[config.mk]
export PLATFORM = sky130hd
export DESIGN_NAME = window0_regs
export DESIGN_NICKNAME = d
export VERILOG_FILES = /design/src/hw/window0_pkg.sv /design/src/hw/window0_regs.sv
export SDC_FILE = /design/constraint.sdc
export NUM_CORES = 1
export LEC_CHECK = 0
export BUFFER_PORTS_ARGS = -buffer_cell sky130_fd_sc_hd__buf_4
export CORE_MARGIN = 2
export CORE_UTILIZATION = 36
export CTS_CLUSTER_DIAMETER = 60
export DETAILED_ROUTE_END_ITERATION = 7
export PLACE_DENSITY = 0.69
export SYNTH_ARGS = -nofsm -noshare
export SYNTH_HDL_FRONTEND = slang
export SYNTH_SLANG_ARGS = --single-unit
[constraint.sdc]
create_clock -name pclk -period 2.55 [get_ports pclk]
set_input_delay 0.255 -clock pclk [delete_from_list [all_inputs] [get_ports pclk]]
set_output_delay 0.255 -clock pclk [all_outputs]
set_load 0.01 [all_outputs]
[src/hw/window0_pkg.sv]
// constants for the target memory window 0 register block
package window0_pkg;
   localparam logic [15:0] BUS_BASE_OFS = 16'hD180;
   localparam logic [15:0] CONTROL_OFS = 16'hD184;
   localparam int BASE_LSB = 20;
   localparam int BASE_MSB = 31;
   localparam int MASK_LSB = 20;
   localparam int MASK_MSB = 28;
   localparam int BURST_LSB = 8;
   localparam int BURST_MSB = 10;
   localparam int FLUSH_BIT = 4;
   localparam int RSVD3_BIT = 3;
   localparam int PREFETCH_BIT = 2;
   localparam int ENABLE_BIT = 1;
   localparam int SWAP_BIT = 0;
   localparam logic [11:0] BASE_RESET = 12'h000;
   localparam logic [8:0] MASK_RESET = 9'h03F;
   localparam logic [2:0] BURST_RESET = 3'h3;
   localparam logic PREFETCH_RESET = 1'b1;
   localparam logic ENABLE_RESET = 1'b0;
   localparam logic [31:0] BASE_WMASK = 32'hFFF00000;
   localparam logic [31:0] CTRL_WMASK = 32'h1FF00707;
   localparam logic [5:0] WORDS_1 = 6'h01;
   localparam logic [5:0] WORDS_4 = 6'h04;
   localparam logic [5:0] WORDS_8 = 6'h08;
   localparam logic [5:0] WORDS_16 = 6'h10;
   localparam logic [5:0] WORDS_32 = 6'h20;
   localparam logic [2:0] CODE_1 = 3'h0;
   localparam logic [2:0] CODE_4 = 3'h1;
   localparam logic [2:0] CODE_8 = 3'h2;
   localparam logic [2:0] CODE_16 = 3'h3;
   localparam logic [2:0] CODE_32 = 3'h4;
   localparam logic [15:0] ADDR_MASK = 16'hFFFC;
endpackage : window0_pkg

[src/hw/window0_regs.sv]
// window 0 base and control registers with APB slave and outputs
// Behaviour
// base field 31:20 is the internal bus base for window 0 accesses
// mask field 28:20 picks compared address bits, resets to 0x03F
// burst field 10:8 sets words read: 1,4,8,16,32; resets to 3
// writing one to bit 4 flushes the window cache, bit self-clears
// prefetch bit 2 on prefetches; off does one burst; resets to one
// prefetch bit changes leave configuration prefetchable flag untouched
// software should keep prefetch default in satellite mode
// enable bit 1 makes window valid when one; resets to zero
// disabled window ignores config base writes and reads them as zero
// swap bit 0 enables byte swap; resets by endian mode
// big-endian with swap clear keeps 32-bit word byte order
// software keeps reserved bit 3 at zero
// reserved bits read zero and ignore writes
module window0_regs
   import window0_pkg::*;
#(
   parameter int SYNC_STAGES = 2
)
(
   input wire logic pclk,
   input wire logic presetn,
   input wire logic psel,
   input wire logic penable,
   input wire logic pwrite,
   input wire logic [15:0] paddr,
   input wire logic [31:0] pwdata,
   input wire logic [3:0] pstrb,
   output logic [31:0] prdata,
   output logic pready,
   output logic pslverr,
   input wire logic big_endian,
   input wire logic cfg_bar_wr,
   input wire logic [31:0] cfg_bar_wdata,
   input wire logic cfg_bar_prefetchable,
   output logic [31:0] cfg_bar_rdata,
   output logic [11:0] bus_base,
   output logic [8:0] compare_mask_field,
   output logic [2:0] read_burst_size,
   output logic [5:0] burst_words,
   output logic window_cache_flush,
   output logic window_prefetch_on,
   output logic window_enable_bit,
   output logic byte_order_swap,
   output logic swap_lanes
);
   // strap sample point: edges after release until the chain is full
   localparam logic [3:0] LOAD_AT = 4'(SYNC_STAGES);

   typedef enum logic [1:0] {
      ST_IDLE = 2'b01,
      ST_ACCESS = 2'b10
   } apb_state_t;

   apb_state_t state_q;
   apb_state_t state_d;
   logic endian_sync_q [SYNC_STAGES];
   logic endian_s;
   logic [3:0] init_cnt_q;
   logic strap_load;
   logic [11:0] base_q;
   logic [8:0] mask_q;
   logic [2:0] burst_q;
   logic prefetch_q;
   logic enable_q;
   logic swap_q;
   logic [31:0] bar_q;
   logic [31:0] base_word;
   logic [31:0] ctrl_word;
   logic [31:0] base_next;
   logic [31:0] ctrl_next;
   logic [31:0] wmask;
   logic apb_setup;
   logic apb_write;
   logic base_wr;
   logic ctrl_wr;
   logic flush_req;

   // refuse synchroniser chain lengths outside 2 to 8
   if (SYNC_STAGES < 2 || SYNC_STAGES > 8) begin : g_bad_sync
      $error("SYNC_STAGES must lie between 2 and 8");
   end

   // burst code to word count
   function automatic logic [5:0] words_of(input logic [2:0] code);
      case (code)
         CODE_1: words_of = WORDS_1;
         CODE_4: words_of = WORDS_4;
         CODE_8: words_of = WORDS_8;
         CODE_16: words_of = WORDS_16;
         CODE_32: words_of = WORDS_32;
         default: words_of = WORDS_1;
      endcase
   endfunction : words_of

   // byte strobes into a bit mask
   function automatic logic [31:0] lane_mask(input logic [3:0] s);
      lane_mask = {{8{s[3]}}, {8{s[2]}}, {8{s[1]}}, {8{s[0]}}};
   endfunction : lane_mask

   // register select from a byte address
   function automatic logic hits(input logic [15:0] a,
                                 input logic [15:0] ofs);
      hits = (a & ADDR_MASK) == ofs;
   endfunction : hits

   // keep old bits outside the mask, take new ones inside
   function automatic logic [31:0] merge(input logic [31:0] old_v,
                                         input logic [31:0] new_v,
                                         input logic [31:0] m);
      merge = (old_v & ~m) | (new_v & m);
   endfunction : merge

   assign apb_setup = psel && !penable;
   assign apb_write = psel && penable && pwrite && state_q == ST_ACCESS;
   assign base_wr = apb_write && hits(paddr, BUS_BASE_OFS);
   assign ctrl_wr = apb_write && hits(paddr, CONTROL_OFS);
   assign wmask = lane_mask(pstrb);
   assign base_word = {base_q, {BASE_LSB{1'b0}}};
   assign base_next = merge(base_word, pwdata, wmask & BASE_WMASK);
   assign ctrl_next = merge(ctrl_word, pwdata, wmask & CTRL_WMASK);
   assign flush_req = ctrl_wr && wmask[FLUSH_BIT] && pwdata[FLUSH_BIT];
   assign endian_s = endian_sync_q[SYNC_STAGES-1];
   assign strap_load = init_cnt_q == LOAD_AT;

   // control word as software sees it; bits 3 and 4 read zero
   always_comb begin
      ctrl_word = '0;
      ctrl_word[MASK_MSB:MASK_LSB] = mask_q;
      ctrl_word[BURST_MSB:BURST_LSB] = burst_q;
      ctrl_word[PREFETCH_BIT] = prefetch_q;
      ctrl_word[ENABLE_BIT] = enable_q;
      ctrl_word[SWAP_BIT] = swap_q;
   end

   // apb phase state
   always_ff @(posedge pclk or negedge presetn) begin
      if (!presetn) begin
         state_q <= ST_IDLE;
      end else begin
         state_q <= state_d;
      end
   end

   always_comb begin
      state_d = ST_IDLE;
      case (state_q)
         ST_IDLE: begin
            if (apb_setup) begin
               state_d = ST_ACCESS;
            end
         end
         ST_ACCESS: begin
            if (apb_setup) begin
               state_d = ST_ACCESS;
            end
         end
         default: begin
            state_d = ST_IDLE;
         end
      endcase
   end

   // endian strap synchroniser, first stage
   always_ff @(posedge pclk or negedge presetn) begin
      if (!presetn) begin
         endian_sync_q[0] <= 1'b0;
      end else begin
         endian_sync_q[0] <= big_endian;
      end
   end

   // remaining synchroniser stages
   for (genvar g = 1; g < SYNC_STAGES; g++) begin : g_sync
      always_ff @(posedge pclk or negedge presetn) begin
         if (!presetn) begin
            endian_sync_q[g] <= 1'b0;
         end else begin
            endian_sync_q[g] <= endian_sync_q[g-1];
         end
      end
   end

   // counts edges after release so the swap default waits for the strap
   always_ff @(posedge pclk or negedge presetn) begin
      if (!presetn) begin
         init_cnt_q <= '0;
      end else if (init_cnt_q <= LOAD_AT) begin
         init_cnt_q <= init_cnt_q + 4'h1;
      end
   end

   // base field
   always_ff @(posedge pclk or negedge presetn) begin
      if (!presetn) begin
         base_q <= BASE_RESET;
      end else if (base_wr) begin
         base_q <= base_next[BASE_MSB:BASE_LSB];
      end
   end

   // compare mask field
   always_ff @(posedge pclk or negedge presetn) begin
      if (!presetn) begin
         mask_q <= MASK_RESET;
      end else if (ctrl_wr) begin
         mask_q <= ctrl_next[MASK_MSB:MASK_LSB];
      end
   end

   // read burst size code
   always_ff @(posedge pclk or negedge presetn) begin
      if (!presetn) begin
         burst_q <= BURST_RESET;
      end else if (ctrl_wr) begin
         burst_q <= ctrl_next[BURST_MSB:BURST_LSB];
      end
   end

   // prefetch enable
   always_ff @(posedge pclk or negedge presetn) begin
      if (!presetn) begin
         prefetch_q <= PREFETCH_RESET;
      end else if (ctrl_wr) begin
         prefetch_q <= ctrl_next[PREFETCH_BIT];
      end
   end

   // window enable
   always_ff @(posedge pclk or negedge presetn) begin
      if (!presetn) begin
         enable_q <= ENABLE_RESET;
      end else if (ctrl_wr) begin
         enable_q <= ctrl_next[ENABLE_BIT];
      end
   end

   // byte swap: default follows the synchronised strap, a write wins
   always_ff @(posedge pclk or negedge presetn) begin
      if (!presetn) begin
         swap_q <= 1'b0;
      end else if (ctrl_wr) begin
         swap_q <= ctrl_next[SWAP_BIT];
      end else if (strap_load) begin
         swap_q <= endian_s;
      end
   end

   // flush pulse: write of one self-clears next cycle
   always_ff @(posedge pclk or negedge presetn) begin
      if (!presetn) begin
         window_cache_flush <= 1'b0;
      end else begin
         window_cache_flush <= flush_req;
      end
   end

   // configuration space base register of window 0
   always_ff @(posedge pclk or negedge presetn) begin
      if (!presetn) begin
         bar_q <= '0;
      end else if (cfg_bar_wr && enable_q) begin
         bar_q <= cfg_bar_wdata;
      end
   end

   always_ff @(posedge pclk or negedge presetn) begin
      if (!presetn) begin
         cfg_bar_rdata <= '0;
      end else if (!enable_q) begin
         cfg_bar_rdata <= '0;
      end else begin
         // prefetchable flag is external, never the prefetch bit
         cfg_bar_rdata <= {bar_q[31:4], cfg_bar_prefetchable,
                           bar_q[2:0]};
      end
   end

   // registered copies of the fields for the bridge datapath
   always_ff @(posedge pclk or negedge presetn) begin
      if (!presetn) begin
         bus_base <= BASE_RESET;
         compare_mask_field <= MASK_RESET;
         read_burst_size <= BURST_RESET;
         burst_words <= WORDS_16;
         window_prefetch_on <= PREFETCH_RESET;
         window_enable_bit <= ENABLE_RESET;
         byte_order_swap <= 1'b0;
         swap_lanes <= 1'b0;
      end else begin
         bus_base <= base_q;
         compare_mask_field <= mask_q;
         read_burst_size <= burst_q;
         burst_words <= words_of(burst_q);
         window_prefetch_on <= prefetch_q;
         window_enable_bit <= enable_q;
         byte_order_swap <= swap_q;
         // big-endian core: word lanes need swap either way
         swap_lanes <= swap_q || endian_s;
      end
   end

   // apb ready: zero wait, high in the access cycle
   always_ff @(posedge pclk or negedge presetn) begin
      if (!presetn) begin
         pready <= 1'b0;
      end else begin
         pready <= state_d == ST_ACCESS;
      end
   end

   // read data and error, decoded in the setup cycle
   always_ff @(posedge pclk or negedge presetn) begin
      if (!presetn) begin
         prdata <= '0;
         pslverr <= 1'b0;
      end else if (apb_setup) begin
         if (hits(paddr, BUS_BASE_OFS)) begin
            prdata <= base_word;
            pslverr <= 1'b0;
         end else if (hits(paddr, CONTROL_OFS)) begin
            prdata <= ctrl_word;
            pslverr <= 1'b0;
         end else begin
            prdata <= '0;
            pslverr <= 1'b1;
         end
      end else begin
         prdata <= '0;
         pslverr <= 1'b0;
      end
   end
endmodule : window0_regs

# Word-level counts from Yosys, hierarchy flattened
# Cells that the tools add are included.
dict set report word_totals {
  regBits 168
  latch_bits 0
  mem_bits_rw 0
  rom_bits 0
  output_inout_bits 101
  word_cells 69
  mem_count 0
}
dict set report op_classes {
  add_sub_neg 1
  mul 0
  n_div 0
  magnitude_cmp 1
  eq_ne 10
  shifts 0
  n_mux 12
  bitwise 8
  reduce_logical 13
}
# operator count
set op_table {}
lappend op_table {{32-bit two-way mux} 3}
lappend op_table {{32-bit AND} 2}
lappend op_table {{29-bit AND} 2}
lappend op_table {{32-bit NOT} 1}
lappend op_table {{32-bit OR} 1}
lappend op_table {{29-bit two-way mux} 1}
lappend op_table {{29-bit NOT} 1}
lappend op_table {{29-bit OR} 1}
lappend op_table {{14-bit == test (second input constant)} 2}
lappend op_table {{6-bit one-hot mux with 4 select lines} 1}
lappend op_table {{1-bit logical AND} 9}
lappend op_table {{3-bit by 2-bit == test with 1-bit output (second input constant)} 2}
lappend op_table {{1-bit two-way mux} 5}
lappend op_table {{4-bit by 1-bit adder with 4-bit output (second input constant)} 1}
lappend op_table {{2-bit == test (second input constant)} 2}
lappend op_table {{4-bit by 2-bit == test with 1-bit output (second input constant)} 1}
lappend op_table {{4-bit by 2-bit less-or-equal comparator with 1-bit output (second input constant)} 1}
lappend op_table {{2-bit two-way mux} 2}
lappend op_table {{3-bit by 1-bit == test with 1-bit output (second input constant)} 1}
lappend op_table {{3-bit == test (second input constant)} 1}
lappend op_table {{2-bit by 1-bit == test with 1-bit output (second input constant)} 1}
lappend op_table {{2-bit nonzero test} 1}
lappend op_table {{2-bit OR reduction} 1}
lappend op_table {{1-bit logical NOT} 1}
lappend op_table {{1-bit logical OR} 1}

# Logic depth before layout (Yosys ltp)
# Gate-level depths: netlist of run 1.
dict set report logic_depth {
  ltp_word 6
  depth_mapped 6
  mapped_depth_nobuf 6
}

# Worst setup path after synthesis of run 1
# Ideal clock, no wire load.
dict set report synth_path {
  path_kind {in2reg}
  startpoint {input paddr[11]}
  endpoint {register (tool-made name)}
  setup_ps 125
  t_arrival_ps 1631
  required_ps 2425
  path_slack_ps 794
  stages 5
  cell_sequence {or4b_1 > nor3_2 > buf_4 > nand4b_4 > mux2_2}
}
# element line_no
set synth_lines {}
lappend synth_lines {{start, declared} window0_regs.sv:27} ;# input wire logic [15:0] paddr,

==> reports/metrics.cfg, run 1 <==
[critical_path]
cp-start-kind = register
r2r_slack_ns = 0.62
cp_top_family = simple AND/OR/NAND/NOR gates
crit_slowest_cell = nor2_2
cp.buffers_inverters = 1
crit_path_end_kind = register
required_ns = 2.85
critPathMaxFanout = 8
slowest_delay_ns = 0.41
cp.arrival_ns = 2.23
crit_chain = inv_1 -> ha_1 -> nand4_1 -> nor2_2 -> nand4_1 -> mux2_2
cp_common_cell = nand4_1
crit_type = register to register

[final_layout]
n_fill_cell = 1253
drive_gt1_frac = 0.5215
areaGrowthSynthToFinish_pct = 36.98
fin_util = 0.5048
final_nets = 618
n_antenna_cell = 0

[outcome]
status = finished, final reports clean

[global_routing]
grt_pass1_wl_um = 18130
grt_pass1_vias = 3479
antenna_found_initial = 0
grt_max_degree = 73
grt_util_all_layers = 0.1481
grt.overflow.total = 0

[clocking]
ctsResizeCount = 0
worstSkewPairLatency_ns = 0.42
cts_tree = built
clk_pin_slew_ns = 0.06
hold_buffers = 2
clockBufferDepth = 2
clockRootBuffer = clkbuf_16
cts_max_level = 4
post_cts_buffers = 0
cts_buffers = 17
cts_num_sinks = 151

[power_and_ir_drop]
p_per_area_nw_per_um2 = 685.8
peakVddDrop_uv = 389.5
leakage_nw = 3.949

[die]
num_io_pins = 193
die_h_um = 126.2
die_area_um2 = 15930
row_count = 44
die_w_um = 126.2
core-area_um2 = 14590
start_util = 0.3685

[placed_design]
hpwlAfterDp_um = 8002
io_buffers = 161
globalplace.congestion = 0.8268

[route]
drt-initial-drc-count = 140
ant_nets = 0
avgViaCountPerCell = 4.517
first_pass_iters = 4
drc = 0
wl_um = 11200
routedWlPerCell_um = 15.57
vias = 3248

[sta]
worst_pin_slew_ns = 0.6412
slew_violations = 0
min_period_ns = 1.928
slew_headroom = 0.5725
fmax_mhz = 518.8
setup_tns_ns = 0
setup_viol = 0
rsz0062_at_grt = no
period_share = 0.7560
final-hold-violation-count = 0
fin_skew_ns = 0.004882
holdWs_ns = 0.05266

[synth]
ys_types = 38
ys.flop_type = dfrtp_1
syn-instance-count = 349
syn_avg_cell_area_um2 = 15.41
ys_seq_area_frac = 0.7075
ys_seq_elements = 151
synth_edf_count = 0
async_flop_share = 1.000
ys_warn_count = 0
syn_area_um2 = 5376

[flow_run]
cap_violations = 0

[min_path]
hp-class = input pin to register

## logic make-up after synthesis
kind of cell	after synthesis	synth area share
buffers and inverters	31	0.03304
AO/OA/AOI/OAI	6	0.008612
XOR/XNOR	2	0.003259
multiplexers	66	0.1361
other	1	0.0006975
AND/OR/NAND/NOR	89	0.1038
adder cells (fa/ha/maj)	3	0.006982
flip-flops	151	0.7075
## path summary, 6_finish.rpt
kind / from / to / cells after the start
setup reg to reg: state_q[0] / register / 6
min in group asynchronous: presetn / bus_base[2] / 2
hold reg to reg: endian_sync_q[1] / endian_s / 0
setup / recovery: state_q[0] / register / 6
max in group asynchronous: presetn / burst_words[4] / 3
hold / removal: cfg_bar_prefetchable / cfg_bar_rdata[3] / 2
## per-stage QoR
| stage | instance area, µm² | instances | setup slack [ns] | power, mW |
|---|---|---|---|---|
| 6_report | 7365 | 719 | 0.6223 | 5.051 |
| 5_1_grt | 7365 | 719 | 0.4850 | 5.229 |
| 4_1_cts | 7365 | 719 | 0.6064 | 5.113 |
| 3_5_place_dp | 6759 | 686 | 0.3212 | 2.641 |
| 3_3_place_gp | 6759 | 686 | 0.3679 | 2.635 |
| 2_1_floorplan | 5429 | 363 | 0.7941 | 2.502 |
## final cells by class
| type | count | area (µm²) | share of cell area |
|---|---|---|---|
| Inverter | 4 | 15.01 | 0.002039 |
| Clock buffer | 24 | 491.7 | 0.06677 |
| Clock inverter | 7 | 93.84 | 0.01274 |
| Multi-Input combinational cell | 181 | 1448 | 0.1966 |
| Timing Repair Buffer | 168 | 1282 | 0.1741 |
| Sequential cell | 151 | 3804 | 0.5165 |
| Tap cell | 184 | 230.2 | 0.03126 |
## metal layers
layer | global-route usage | vias up | wire (µm)
met5 | 0 | - | 0
met1 | 0.1762 | 1648 | 4583
li1 | - | 1494 | -
met3 | 0.05098 | 16 | 564
met2 | 0.2441 | 90 | 5807
met4 | 0.06529 | 0 | 239
## worst register-to-register path: stages (launching register included)
cell and delay [ns]:
dfstp_2 0.36, inv_1 0.04, ha_1 0.13, nand4_1 0.12, nor2_2 0.41, nand4_1 0.37
mux2_2 0.38
## power breakdown
group	leakage, nW	switching (mW)	internal (mW)
sequential	2.01	0.00330	2.41
combinational	1.66	0.0941	0.0933
clock	0.283	0.915	1.54
## placed cells by master, fill, tap and decap left out, types with 2 or more instances in the layout
cell type and count:
inv_1 4, nor3_1 2, nor2_1 13, mux2_2 57
a31o_2 2, nand3_1 2, nand2b_1 2, nand2_1 6
bufinv_16 2, dfstp_2 20, clkinv_2 2, clkinvlp_4 2
clkbuf_16 17, buf_4 164, clkbuf_8 4, nand4_1 4
ha_1 3, dfrtp_1 131, conb_1 15, dlygate4sd3_1 2
mux2i_1 9, clkbuf_1 3, and3_1 9, and2_1 34
nor3b_1 5, nor2b_1 2
## synthesized netlist by cell type (2+ instances only)
cell	count	area (µm²)
dfrtp_1	131	3278
mux2_2	57	641.9
and2_1	34	212.7
dfstp_2	20	525.5
buf_4	16	120.1
nor2_1	13	48.80
and3_1	9	56.30
clkbuf_1	9	33.78
mux2i_1	9	90.09
nand2_1	6	22.52
nor3b_1	5	37.54
inv_1	4	15.01
nand4_1	4	25.02
ha_1	3	37.54
a31o_2	2	17.52
nand2b_1	2	12.51
nand3_1	2	10.01
nor2b_1	2	12.51
nor3_1	2	10.01
Power figures use the tool's default switching activity.
==> inputs of run 2 (changes only) <==
- ABC_AREA: not set -> 1
- PLACE_DENSITY: 0.69 -> 0.71
- clock period: 2.55 -> 1.6 ns (I/O delays scaled with it)
==> run 2 against run 1 <==
Sequential share of layout area shrank 4.6 points. Area after synthesis grew 3.3%. Wire length grew 12%. Final area grew 9.9%. Sequential power grew 68%. Global-route usage grew 0.90 points. Core utilization grew 2.9 points. First-iteration DRC count shrank 32%. Flip-flop and latch count is the same. Worst setup slack lost 0.53 ns. Critical path type unchanged. Largest cell class unchanged.
==> reports/metrics.cfg, run 2 <==
[outcome]
status = finished, final reports clean

[critical_path]
r2r-start = state_q[0]
crit_path_start = state_q[0]
slowest_delay_ns = 0.36
crit_slowest_cell = dfstp_2
cp-start-kind = register
required_ns = 1.91
crit_type = register to register
critPathMaxFanout = 5
crit_path_end_kind = register
crit_chain = inv_1 -> ha_1 -> nand4_2 -> inv_2 -> nand4_1 -> buf_4 -> nand3_1 -> nand2_1
cp.arrival_ns = 1.82

[clocking]
clockRootBuffer = clkbuf_16
worstSkewPairLatency_ns = 0.41
cts_max_level = 4
cts_tree = built
cts_num_sinks = 151
cts_buffers = 17
clockBufferDepth = 2
clk_pin_slew_ns = 0.06
post_cts_buffers = 0

[final_layout]
final_cell_mix = 166 x buf_4, 131 x dfrtp_1, 93 x nand2_1
areaGrowthSynthToFinish_pct = 45.70
final_common_cell = buf_4
fin_util = 0.5342
drive_gt1_frac = 0.4003
n_antenna_cell = 0
final_nets = 784
instances_no_fill = 890

[sta]
slew_violations = 0
fin_skew_ns = 0.007305
setup_viol = 0
final-hold-violation-count = 0
period_share = 0.9443
rsz0062_at_grt = no
min_period_ns = 1.511
fmax_mhz = 661.9
setup_tns_ns = 0

[synth]
ys_warn_count = 0
yosysTopAreaCellShare = 0.5904
ys_types = 35
synth_area_leaders = dfrtp_1 59%, dfstp_2 9.5%, nand2_1 6.3%
synth_commonest_cells = 131 x dfrtp_1, 93 x nand2_1, 63 x inv_1
ys_seq_elements = 151
async_flop_share = 1.000
ys.flop_type = dfrtp_1
syn-instance-count = 463
synth_area_leader_cell = dfrtp_1
syn_avg_cell_area_um2 = 11.99
ys_seq_area_frac = 0.6850
syn_area_um2 = 5553
synth_edf_count = 0
synth_most_common_cell = dfrtp_1

[global_routing]
grt_util_all_layers = 0.1571
grt_max_degree = 50
antenna_found_initial = 0
grt.overflow.total = 0
grt_pass1_wl_um = 19540
grt_pass1_vias = 3907

[flow_run]
cap_violations = 0

[min_path]
min_from = pwdata[26]
hp-class = input pin to register

[placed_design]
globalplace.congestion = 0.7150
dp.cells = 808
hpwlAfterDp_um = 8552
io_buffers = 161

[power_and_ir_drop]
leakage_nw = 4.223
peakVddDrop_uv = 734.7
p_total_mw = 8.849
p_per_area_nw_per_um2 = 1094

[route]
first_pass_iters = 4
ant_nets = 0
drc = 0
avgViaCountPerCell = 4.315
drt-initial-drc-count = 95
vias = 3840
routedWlPerCell_um = 14.06
wl_um = 12520

[die]
start_util = 0.3666
row_count = 45
core-area_um2 = 15150
die_h_um = 128.2
num_io_pins = 193
die_area_um2 = 16430
die_w_um = 128.2

==> run 2: cell count changes after synthesis, moves of 9 or more <==
cell     change
nand2_1     +87
inv_1       +59
o21ai_2      +9
mux2_2      -26
and2_1      -34
o21ai_0      +9
mux2i_1      -9
o21ai_1     +14
and3_1       -9
nand3_1     +11
==> run 2: kinds of logic after synthesis <==
logic type | count (synthesis) | synth area share
DFF | 151 | 0.6850
and+or+nand+nor | 146 | 0.1239
buffers and inverters | 95 | 0.08089
AOI/OAI and AO/OA | 35 | 0.03831
muxes | 31 | 0.06287
adders and majority gates | 3 | 0.006761
other | 1 | 0.0006753
xor gates and xnor gates | 1 | 0.001578
==> run 2: final timing paths <==
kind	endpoint	slack [ns]	cells past startpoint
worst max register to register	register	0.09	8
worst min register to register	endian_s	0.35	0
worst max-delay path	register	0.09	8
max in group asynchronous	window_prefetch_on	0.68	3
worst min-delay path	register	0.02	3
min in group asynchronous	cfg_bar_rdata[3]	0.23	2
==> run 2: final cells by class <==
type                       instances  area [µm²]
inverter                          67       252.7
tap                              188       235.2
multi-input combinational        231        1353
clock buffer                      20       466.7
timing repair buffer             221        1838
fill                            1255        7056
clock inverter                    12       141.4
sequential                       151        3804
==> run 2: report_power, final <==
part,total (mW),switching [mW],internal [mW]
sequential,4.06,0.0683,3.99
clock,4.02,1.57,2.44
combinational,0.772,0.342,0.430
==> run 2: metrics by stage <==
stage,hold WS [ns],setup slack (ns),cell area (µm²)
after floorplan,-0.1356,0.1674,5605
after global placement,0.07927,0.1221,6982
after detailed placement,0.09367,0.07501,6982
after CTS,0.0004300,0.05393,8090
after global routing,0.006624,0.004917,8090
final,0.01911,0.08912,8090
==> run 2: routing by layer <==
metal / global-route usage / routed length (µm) / vias to the layer above / part of all wire
li1: - / - / 1853 / -
met1: 0.1931 / 5470 / 1831 / 0.44
met2: 0.2641 / 6063 / 144 / 0.48
met3: 0.04549 / 812 / 12 / 0.065
met4: 0.05624 / 169 / 0 / 0.014
met5: 0 / 0 / - / 0
==> run 2: what timing repair did <==
action	CTS	global route
hold endpoints to repair	87	0
hold buffers	50	0
setup endpoints to repair	0	1
gates resized for setup	0	2
==> run 2: worst max-delay path, delay by kind of cell, from the launching register on <==
family	cells	cell delay, ns
flops	1	0.36
buf+inv	3	0.42
simple gates	4	0.45
fa+ha+maj	1	0.16
==> inputs of run 3 (changes only) <==
- MAX_ROUTING_LAYER: not set -> met4
- PLACE_DENSITY: 0.71 -> 0.7
==> run 3 against run 2 <==
Worst setup slack improved by 0.056 ns. First-iteration DRC count rose by 63%. Wire length barely moved. Largest cell class unchanged. Highest routed layer unchanged. Combinational power barely moved.
==> reports/metrics.cfg, run 3 (synthesized netlist as in run 2, its figures left out) <==
[outcome]
status = finished, final reports clean

[clocking]
cts_num_sinks = 151
clockBufferDepth = 2
worstSkewPairLatency_ns = 0.42
clockRootBuffer = clkbuf_16
cts_max_level = 4
post_cts_buffers = 0
cts_buffers = 17
cts_tree = built
clk_pin_slew_ns = 0.06

[final_layout]
final_common_cell = buf_4
instances_no_fill = 893
drive_gt1_frac = 0.3957
final_nets = 787
areaGrowthSynthToFinish_pct = 46.46
final_cell_mix = 169 x buf_4, 131 x dfrtp_1, 93 x nand2_1
n_antenna_cell = 0
n_fill_cell = 1257

[critical_path]
slowest_delay_ns = 0.36
cp-start-kind = register
crit_type = register to register
required_ns = 1.91
crit_slowest_cell = dfstp_2
critPathMaxFanout = 5
crit_chain = inv_1 -> ha_1 -> nand4_2 -> inv_2 -> nand4_1 -> buf_4 -> nand3_1 -> nand2_1
crit_path_end_kind = register
cp.arrival_ns = 1.77

[route]
drc = 0
wl_met2_um = 6145
avgViaCountPerCell = 4.357
vias = 3891
wl_um = 12520
ant_nets = 0
wl_met1_um = 5345
drt-initial-drc-count = 155
routedWlPerCell_um = 14.02
first_pass_iters = 4
routed.top_layer = met4
wl_met3_um = 798

[die]
die_w_um = 128.2
die_area_um2 = 16430
start_util = 0.3666
num_io_pins = 193
core-area_um2 = 15150
die_h_um = 128.2
row_count = 45

[power_and_ir_drop]
power.internal_mw = 7.197
p_total_mw = 9.125
switching_share = 0.2113
clkPwrFrac = 0.471
seqPwrFrac = 0.445
peakVddDrop_uv = 705.0
comb_power_share = 0.084
p_switching_mw = 1.929
p_per_area_nw_per_um2 = 1122
leakage_nw = 4.233

[sta]
setup_tns_ns = 0
period_share = 0.9091
min_period_ns = 1.455
final-hold-violation-count = 0
rsz0062_at_grt = no
fmax_mhz = 687.5
fin_skew_ns = 0.005788
slew_violations = 0
setup_viol = 0

[global_routing]
grt_pass1_vias = 3987
grt_max_degree = 53
antenna_found_initial = 0
grt_util_all_layers = 0.1656
grt_pass1_wl_um = 19910
grt.overflow.total = 0

[placed_design]
globalplace.congestion = 0.7594
io_buffers = 161
dp.cells = 810
hpwlAfterDp_um = 8600

[min_path]
hp-class = input pin to register

[flow_run]
cap_violations = 0

## run 3: final cells by class
| type | instances | area (µm²) | share of cell area |
|---|---|---|---|
| clock inverters | 11 | 197.7 | 0.02431 |
| clock buffers | 21 | 440.4 | 0.05415 |
| well taps | 188 | 235.2 | 0.02892 |
| multi-input cells | 231 | 1353 | 0.1663 |
| inverters | 67 | 252.7 | 0.03108 |
| repair buffers | 224 | 1851 | 0.2275 |
| flip-flops and latches | 151 | 3804 | 0.4677 |
## run 3: what timing repair did
item                                    4_1_cts  5_1_grt
hold endpoints to repair                     96        0
endpoints found under the setup margin        0        2
resized for setup                             0        1
hold buffers                                 51        0
## run 3: stage by stage
| stage | hold slack, ns | instance area (µm²) | utilization | worst slack, ns |
|---|---|---|---|---|
| 3_3_place_gp | 0.1329 | 6984 | 0.4611 | 0.1020 |
| 5_1_grt | 0.02204 | 8133 | 0.5370 | 0.005363 |
| 2_1_floorplan | -0.1356 | 5605 | - | 0.1674 |
| 4_1_cts | 0.005515 | 8133 | 0.5370 | 0.08441 |
| 3_5_place_dp | 0.1329 | 6984 | 0.4611 | 0.07142 |
| 6_report | 0.02036 | 8133 | 0.5370 | 0.1455 |
## run 3: worst paths after layout
check / cells after the start / startpoint / endpoint / slack, ns
min: 3 / pwdata[28] / register / 0.02
max: 8 / state_q[0] / register / 0.15
min reg2reg: 0 / endian_sync_q[1] / endian_s / 0.35
max reg2reg: 8 / state_q[0] / register / 0.15
min in group asynchronous: 2 / presetn / cfg_bar_rdata[14] / 0.25
max in group asynchronous: 3 / presetn / asynchronous set/reset pin / 0.64
## run 3: critical path: cells and delay by family, from the launching register on
kind	cells	cell delay, ns
and+or+nand+nor	4	0.44
buffers and inverters	3	0.40
DFF	1	0.36
adders and majority gates	1	0.14
## run 3: layer usage
layer / GRT usage / vias to the layer above
met4: 0.06852 / 0
met2: 0.2625 / 149
li1: - / 1858
met1: 0.1963 / 1865
met3: 0.05217 / 19
met5: - / -
## run 3: power groups by stage
stage          clock network, mW  logic, mW  registers [mW]
3_3_place_gp                   0      0.659            4.12
5_1_grt                     4.60      0.849            4.08
4_1_cts                     4.40      0.778            4.06
3_5_place_dp                   0      0.678            4.13
6_report                    4.29      0.769            4.06
2_1_floorplan                  0      0.234            4.16
